**config.mk**
```make
export PLATFORM = sky130hd
export DESIGN_NAME = ddpr_regs
export DESIGN_NICKNAME = d
export VERILOG_FILES = /design/src/ddpr_pkg.sv /design/src/ddpr_regs.sv /design/src/ddpr_ptr_reg.sv
export SDC_FILE = /design/constraint.sdc
export NUM_CORES = 1
export LEC_CHECK = 0
export BUFFER_PORTS_ARGS = -buffer_cell sky130_fd_sc_hd__buf_4
export CAP_MARGIN = 5
export CORE_ASPECT_RATIO = 2
export CORE_UTILIZATION = 55
export CTS_CLUSTER_SIZE = 12
export DETAILED_ROUTE_END_ITERATION = 10
export PLACE_DENSITY = 0.79
export SLEW_MARGIN = 20
export SYNTH_ARGS = -nofsm -noshare
export SYNTH_HDL_FRONTEND = slang
export SYNTH_SLANG_ARGS = --single-unit
```
**constraint.sdc**
```tcl
create_clock -name clk -period 2.45 [get_ports clk]
set_input_delay 0.1225 -clock clk [delete_from_list [all_inputs] [get_ports clk]]
set_output_delay 0.1225 -clock clk [all_outputs]
set_load 0.1 [all_outputs]
```
**src/ddpr_pkg.sv**
```systemverilog
// Purpose: constants and types for the dual data pointer register bank
// Assumes: 8-bit special register port, single clock, synchronous reset
// Notes:   all addresses, bit positions and reset values live here
//
// Overview of operation
// - Two independent 16-bit data pointers are kept side by side.
// - Auxiliary bit 0 selects: 0 picks pointer zero, 1 pointer one.
// - Switching the select leaves the now inactive pointer untouched.
// - Auxiliary bit 1 always reads 0 and ignores writes.
// - Incrementing the auxiliary register toggles only the select bit.
// - Auxiliary bit 3 is a free software flag with no hardware effect.
// - Low register holds pointer bits 7:0, high register bits 15:8.
// - The selected pointer drives the memory address output.
// - Low byte register sits at 82h and resets to zero.
// - High byte register sits at 83h and resets to zero.
// - A 96-bit serial number is readable only on the programming port.
// - Bit 7 sets on a software reset event; software may clear it.
package ddpr_pkg;

  localparam logic [7:0] ADDR_PTR_LOW  = 8'h82;
  localparam logic [7:0] ADDR_PTR_HIGH = 8'h83;
  localparam logic [7:0] ADDR_AUX      = 8'ha2;

  // Auxiliary register bit positions
  localparam int AUX_BIT_SEL   = 0;
  localparam int AUX_BIT_ZERO  = 1;
  localparam int AUX_BIT_SWAP  = 2;
  localparam int AUX_BIT_UFLAG = 3;
  localparam int AUX_BIT_FAULT = 5;
  localparam int AUX_BIT_PINF  = 6;
  localparam int AUX_BIT_SOFT  = 7;

  localparam logic [15:0] PTR_RESET  = 16'h0000;
  localparam logic [7:0]  BYTE_ZERO  = 8'h00;
  localparam logic [7:0]  BYTE_ONE   = 8'h01;
  localparam logic [15:0] WORD_ONE   = 16'h0001;

  localparam int          SERIAL_WIDTH = 96;
  localparam logic [3:0]  SERIAL_BYTES = 4'hc;
  // Arbitrary value, stands in for the factory-programmed serial number
  localparam logic [SERIAL_WIDTH-1:0] SERIAL_DEFAULT =
    96'h0123_4567_89ab_cdef_0f1e_2d3c;

  // Control for one pointer register
  typedef struct packed {
    logic        wr_lo;
    logic        wr_hi;
    logic        inc_lo;
    logic        inc_hi;
    logic        load;
    logic        inc16;
    logic [7:0]  byte_val;
    logic [15:0] word_val;
  } ddpr_ptr_ctl_s;

  typedef struct packed {
    logic [15:0] value;
  } ddpr_ptr_state_s;

  typedef struct packed {
    logic softf;
    logic pinf;
    logic faultf;
    logic uflag;
    logic swap;
    logic sel;
  } ddpr_aux_s;

  typedef struct packed {
    ddpr_aux_s   aux;
    logic [7:0]  rdata;
    logic [15:0] addr;
    logic [7:0]  serial_data;
  } ddpr_state_s;

  localparam ddpr_state_s STATE_RESET = '{
    aux: '0, rdata: BYTE_ZERO, addr: PTR_RESET, serial_data: BYTE_ZERO};

endpackage

```
**src/ddpr_regs.sv**
```systemverilog
// Purpose: dual data pointer bank with auxiliary select and flag register
// Assumes: core strobes are one cycle, read data valid one cycle later
// Notes:   serial number reaches the outside only through the programming port
`timescale 1ns/1ns
module ddpr_regs #(
  parameter logic [ddpr_pkg::SERIAL_WIDTH-1:0] SERIAL_VALUE =
    ddpr_pkg::SERIAL_DEFAULT
) (
  // Clock and reset
  input  wire logic        clk,
  input  wire logic        rst,
  // Special register port
  input  wire logic [7:0]  sfr_addr,
  input  wire logic [7:0]  sfr_wdata,
  input  wire logic        sfr_wr,
  input  wire logic        sfr_rd,
  input  wire logic        sfr_inc,
  output logic [7:0]       sfr_rdata,
  // Core pointer operations
  input  wire logic        ptr_load,
  input  wire logic [15:0] ptr_load_val,
  input  wire logic        ptr_inc,
  output logic [15:0]      ptr_addr,
  // Reset source events
  input  wire logic        soft_reset_event,
  input  wire logic        reset_pin_event,
  input  wire logic        hard_fault_event,
  // Auxiliary outputs
  output logic             serial_pin_swap,
  // Programming port for the serial number
  input  wire logic        prog_serial_rd,
  input  wire logic [3:0]  prog_serial_idx,
  output logic [7:0]       prog_serial_data
);

  ddpr_pkg::ddpr_state_s   st_q;
  ddpr_pkg::ddpr_state_s   st_d;
  ddpr_pkg::ddpr_ptr_ctl_s ctl_act;
  ddpr_pkg::ddpr_ptr_ctl_s ctl_zero;
  ddpr_pkg::ddpr_ptr_ctl_s ctl_one;
  logic [15:0]             ptr_zero_q;
  logic [15:0]             ptr_one_q;
  logic [15:0]             ptr_zero_nxt;
  logic [15:0]             ptr_one_nxt;
  logic                    hit_low;
  logic                    hit_high;
  logic                    hit_aux;
  logic [7:0]              aux_rd;
  logic [15:0]             act_q;
  logic [ddpr_pkg::SERIAL_WIDTH-1:0] serial_shift;

  assign hit_low  = sfr_addr == ddpr_pkg::ADDR_PTR_LOW;
  assign hit_high = sfr_addr == ddpr_pkg::ADDR_PTR_HIGH;
  assign hit_aux  = sfr_addr == ddpr_pkg::ADDR_AUX;

  // Current active pointer, for reads of the byte registers
  assign act_q = st_q.aux.sel ? ptr_one_q : ptr_zero_q;

  // Auxiliary read image; reserved bit 4 reads 0
  always_comb begin
    aux_rd                          = ddpr_pkg::BYTE_ZERO;
    aux_rd[ddpr_pkg::AUX_BIT_SEL]   = st_q.aux.sel;
    aux_rd[ddpr_pkg::AUX_BIT_ZERO]  = 1'b0;
    aux_rd[ddpr_pkg::AUX_BIT_SWAP]  = st_q.aux.swap;
    aux_rd[ddpr_pkg::AUX_BIT_UFLAG] = st_q.aux.uflag;
    aux_rd[ddpr_pkg::AUX_BIT_FAULT] = st_q.aux.faultf;
    aux_rd[ddpr_pkg::AUX_BIT_PINF]  = st_q.aux.pinf;
    aux_rd[ddpr_pkg::AUX_BIT_SOFT]  = st_q.aux.softf;
  end

  // Byte and word operations go to the active pointer only
  always_comb begin
    ctl_act          = '0;
    ctl_act.wr_lo    = sfr_wr && hit_low;
    ctl_act.wr_hi    = sfr_wr && hit_high;
    ctl_act.inc_lo   = sfr_inc && hit_low;
    ctl_act.inc_hi   = sfr_inc && hit_high;
    ctl_act.load     = ptr_load;
    ctl_act.inc16    = ptr_inc;
    ctl_act.byte_val = sfr_wdata;
    ctl_act.word_val = ptr_load_val;
    ctl_zero         = '0;
    ctl_one          = '0;
    if (st_q.aux.sel) begin
      ctl_one = ctl_act;
    end else begin
      ctl_zero = ctl_act;
    end
  end

  ddpr_ptr_reg u_ptr_zero (
    .clk       (clk),
    .rst       (rst),
    .ctl       (ctl_zero),
    .value     (ptr_zero_q),
    .value_nxt (ptr_zero_nxt)
  );

  ddpr_ptr_reg u_ptr_one (
    .clk       (clk),
    .rst       (rst),
    .ctl       (ctl_one),
    .value     (ptr_one_q),
    .value_nxt (ptr_one_nxt)
  );

  assign serial_shift = SERIAL_VALUE >> {prog_serial_idx, 3'h0};

  always_comb begin
    st_d = st_q;
    // Auxiliary register write; bit 1 and bit 4 have no storage
    if (sfr_wr && hit_aux) begin
      st_d.aux.sel   = sfr_wdata[ddpr_pkg::AUX_BIT_SEL];
      st_d.aux.swap  = sfr_wdata[ddpr_pkg::AUX_BIT_SWAP];
      st_d.aux.uflag = sfr_wdata[ddpr_pkg::AUX_BIT_UFLAG];
      st_d.aux.faultf = sfr_wdata[ddpr_pkg::AUX_BIT_FAULT];
      st_d.aux.pinf   = sfr_wdata[ddpr_pkg::AUX_BIT_PINF];
      st_d.aux.softf  = sfr_wdata[ddpr_pkg::AUX_BIT_SOFT];
    end else if (sfr_inc && hit_aux) begin
      // Carry dies in the hard-wired zero, so only the select flips
      st_d.aux.sel = !st_q.aux.sel;
    end
    // Hardware set beats a software clear in the same cycle
    if (soft_reset_event) begin
      st_d.aux.softf = 1'b1;
    end
    if (reset_pin_event) begin
      st_d.aux.pinf = 1'b1;
    end
    if (hard_fault_event) begin
      st_d.aux.faultf = 1'b1;
    end
    // Address tracks the pointer that is active after this edge
    st_d.addr = st_d.aux.sel ? ptr_one_nxt : ptr_zero_nxt;
    // Read data stand for one cycle only; unmapped reads give zero
    st_d.rdata = ddpr_pkg::BYTE_ZERO;
    if (sfr_rd) begin
      if (hit_low) begin
        st_d.rdata = act_q[7:0];
      end else if (hit_high) begin
        st_d.rdata = act_q[15:8];
      end else if (hit_aux) begin
        st_d.rdata = aux_rd;
      end
    end
    // Serial number only through the programming port
    st_d.serial_data = ddpr_pkg::BYTE_ZERO;
    if (prog_serial_rd && prog_serial_idx < ddpr_pkg::SERIAL_BYTES) begin
      st_d.serial_data = serial_shift[7:0];
    end
  end

  always_ff @(posedge clk) begin
    if (rst) begin
      st_q <= ddpr_pkg::STATE_RESET;
    end else begin
      st_q <= st_d;
    end
  end

  assign sfr_rdata        = st_q.rdata;
  assign ptr_addr         = st_q.addr;
  assign serial_pin_swap  = st_q.aux.swap;
  assign prog_serial_data = st_q.serial_data;
endmodule // ddpr_regs

```
**src/ddpr_ptr_reg.sv**
```systemverilog
// Purpose: one 16-bit data pointer with byte and word access
// Assumes: caller routes controls only to the active pointer
// Notes:   word load or word increment takes priority over byte access
`timescale 1ns/1ns
module ddpr_ptr_reg (
  // Clock and reset
  input  wire logic                     clk,
  input  wire logic                     rst,
  // Control
  input  wire ddpr_pkg::ddpr_ptr_ctl_s  ctl,
  // Value now and next
  output logic [15:0]                   value,
  output logic [15:0]                   value_nxt
);

  ddpr_pkg::ddpr_ptr_state_s st_q;
  ddpr_pkg::ddpr_ptr_state_s st_d;

  always_comb begin
    st_d = st_q;
    if (ctl.wr_lo) begin
      st_d.value[7:0] = ctl.byte_val;
    end else if (ctl.inc_lo) begin
      // Byte increment wraps without carry into the high byte
      st_d.value[7:0] = st_q.value[7:0] + ddpr_pkg::BYTE_ONE;
    end
    if (ctl.wr_hi) begin
      st_d.value[15:8] = ctl.byte_val;
    end else if (ctl.inc_hi) begin
      st_d.value[15:8] = st_q.value[15:8] + ddpr_pkg::BYTE_ONE;
    end
    if (ctl.load) begin
      st_d.value = ctl.word_val;
    end else if (ctl.inc16) begin
      st_d.value = st_q.value + ddpr_pkg::WORD_ONE;
    end
  end

  always_ff @(posedge clk) begin
    if (rst) begin
      st_q.value <= ddpr_pkg::PTR_RESET;
    end else begin
      st_q <= st_d;
    end
  end

  assign value     = st_q.value;
  assign value_nxt = st_d.value;

endmodule // ddpr_ptr_reg

```
==> impl_metrics.csv <==
group,metric,value,unit
hold_path,hold_path_end,"u_ptr_zero.value[11]",
power_and_ir_drop,p_int,2.17,mW
sta,maxSlewHeadroom,56.3,%
global_routing,grt_use_met2,77.8,%
synth,ys.warnings.count,0,
layout,n_antenna_cell,0,
synth,synth_area_leaders,"dfxtp_1, nor2_1, o21ai_0, mux2i_1, a21oi_1",
clock_network,cts_tree,"yes",
clock_network,clockBufferDepth,2,
clock_network,htreeDepth,3,
critical_path,critPathLaunchType,"flop",
global_routing,grt_pass1_vias,5692,
synth,avgSynthCellArea,7.68,um2
floorplanning,fp-row-count,46,
drt,avgRoutedWirePerCell,26.2,um
critical_path,worstPathRequired,2.67,ns
outcome,status,"complete, no violations",
place,place_area,0.00549,mm2
power_and_ir_drop,ir_worst_vdd,0.000488,V
place,placedCellCount,775,
critical_path,timing.rr.start,"u_ptr_one.value[1]",
synth,synth_nets,649,
critical_path,path_class,"flop to flop",
sta,tightest_slew,0.652,ns
critical_path,reg2reg_to,"ptr_addr[12]",
hold_path,min_path_type,"input port to flop",
place,place_congestion,1.06,
sta,fin_crit,2.37,ns
flow_run,cap_viol_max_count,0,
layout,fin_cells,794,
clock_network,clock-sinks,70,
critical_path,endpoint_kind,"flop",
layout,fillers,671,
clock_network,clock-root-buffer,"clkbuf_16",
place,hpwl,15600,um
global_routing,met3_usage,18.4,%
drt,vias,5736,
power_and_ir_drop,clkPwrFrac,40.7,%
power_and_ir_drop,comb_power_share,20.0,%
sta,setup_slack,0.0798,ns
floorplanning,die_area,0.00874,mm2
place,portBuffers,79,
floorplanning,die_w,66.6,um
critical_path,slowest_delay,0.47,ns
critical_path,path_cells,"ha_1 > nand4_1 > nor3_1 > xnor2_1 > nor4_1 > or3_1 > mux2_2",
critical_path,r2r_slack,0.08,ns
drt,drc,0,
sta,hold_violations,0,
drt,drt_pass1_iterations,5,
power_and_ir_drop,switching_power,0.986,mW
global_routing,antenna_found_initial,0,
layout,final_area,0.00581,mm2
layout,synthToLayoutAreaGrowth,26.5,%
power_and_ir_drop,seqPwrFrac,39.3,%
global_routing,grt-busiest-layer,"met2",
synth,ys_seq_elements,70,
global_routing,grt_overflow,0,
hold_path,hold_start,"ptr_load_val[11]",
synth,synthCells,598,
hold_path,worstHoldPathCells,2,
floorplanning,coreArea,0.00800,mm2
layout,utilization,72.6,%
power_and_ir_drop,powerDensity,543,mW/mm2
sta,fmax,422,MHz
drt,wl,20800,um
power_and_ir_drop,finalPower,3.15,mW
sta,setup_violations,0,
sta,hold_ws,0.0315,ns
clock_network,cts_made_buffers,9,
critical_path,arrival,2.60,ns
sta,rsz0062_at_grt,"false",
drt,routed_via_density,7.22,
critical_path,worst_path_max_delay_cell,"dfxtp_1",
critical_path,worst-path-max-fanout,5,
critical_path,reg2regPathDepth,7,
clock_network,clk_latency,0.34,ns
power_and_ir_drop,p_leak,2.26,nW
sta,slew_violations,0,
sta,clock_skew,0.00453,ns
synth,synth_largest_area_cell,"dfxtp_1",
power_and_ir_drop,p_sw_share,31.3,%
sta,fin_crit_sh,96.7,%
clock_network,post_cts_buffers,0,
synth,yosys.area.top_type_share,30.5,%
global_routing,gr-usage-met1,50.7,%
synth,syn-cell-area,0.00459,mm2
floorplanning,die_height,131,um
layout,fin_nets,744,
global_routing,grt_pass1_wl,32100,um
synth,synth_edf_count,0,
drt,drtAntennaViolNets,0,
floorplanning,ios,80,
clock_network,clk_pin_slew,0.06,ns
layout,drive_above_1_share,22.5,%
global_routing,grt_max_degree,25,
synth,synthDistinctLibCells,71,
drt,drt_iter0_drc,830,
sta,fin_setup_tns,0,ns
synth,ys_async_sr_fraction,0,%
global_routing,grtUsageTotal,50.6,%
synth,seq_area_frac_synth,30.5,%
synth,ys.flop_type,"dfxtp_1",
floorplanning,initial_utilization,57.4,%
place,place_ws,0.0898,ns
## how the worst max path moves through the flow
stage / from / end / slack, ns / depth (start not counted)
floorplan: aux_rd[0] / ptr_addr[11] / 0.38 / 7
global placement: u_ptr_one.value[0] / ptr_addr[12] / 0.16 / 7
detailed placement: sfr_addr[5] / ptr_addr[15] / 0.09 / 7
CTS: u_ptr_one.value[0] / ptr_addr[12] / 0.11 / 7
global route: u_ptr_one.value[1] / ptr_addr[12] / 0.002 / 7
finish: u_ptr_one.value[1] / ptr_addr[12] / 0.08 / 7
## cells in the mapped netlist (9+ instances only)
master    count
o21ai_0      44
nor2_1       72
mux2i_1      19
xnor2_1      16
nor3_1       22
dfxtp_1      70
a21oi_1      37
clkbuf_1     32
nand2b_1     10
nand3_1      18
nand2_1      49
o211ai_1      9
inv_1         9
a31oi_1      16
nand4_1      10
o22ai_1      10
## placed cells by master, fill, tap and decap left out, drive strengths merged, types with 10 or more instances in the layout
master / netlist / final
a21oi: 37 / 37
a31oi: 16 / 16
buf: 9 / 122
clkbuf: 32 / 11
dfxtp: 70 / 70
mux2i: 19 / 19
nand2: 49 / 49
nand2b: 10 / 10
nand3: 18 / 18
nand4: 10 / 10
nor2: 73 / 73
nor3: 22 / 22
o21ai: 45 / 45
o22ai: 10 / 10
xnor2: 16 / 16
## worst max-delay path: cells and delay by family (launching register included)
family        cells  cell delay, ns
flops             1            0.47
mux               1            0.28
simple gates      4            1.00
xor+xnor          1            0.21
fa+ha+maj         1            0.29
## cells by family after synthesis
group | synth area share, %
AOI/OAI and AO/OA | 28.3
xor gates and xnor gates | 4.58
adders and majority gates | 1.31
buffers and inverters | 4.39
DFF | 30.5
muxes | 4.63
and+or+nand+nor | 26.2
## timing repair
action                                 4_1_cts  5_1_grt
setup endpoints to repair                    0        2
gates resized for setup                      0        2
endpoints found under the hold margin        2        1
hold buffers                                 2        1
## area by class of cell
type	count	area, um2	area share [%]
Inverter	9	33.8	0.582
Clock buffer	11	233	4.01
Sequential cell	70	1400	24.2
Tap cell	96	120	2.07
Timing Repair Buffer	125	971	16.7
Multi-Input combinational cell	478	2990	51.6
Clock inverter	5	50.0	0.862
## power groups by stage
stage	clock (mW)	combinational (mW)	sequential, mW
after floorplan	0	0.205	1.42
after global placement	0	0.596	1.26
after detailed placement	0	0.603	1.26
after CTS	1.28	0.610	1.23
after global routing	1.34	0.654	1.24
final	1.28	0.631	1.24
## sequential cells by signal, summed over array words and instances (netlist names)
signal            count
u_ptr_zero.value     16
aux_rd                5
prog_serial_data      8
sfr_rdata             8
ptr_addr             16
serial_pin_swap       1
u_ptr_one.value      16
## metal layers
metal  part of all wire (%)  wire length [um]
met1                     31              6420
met2                     47              9770
met3                     10              2080
met4                     12              2510
met5                      0                 0
(Power assumes the default switching activity.)
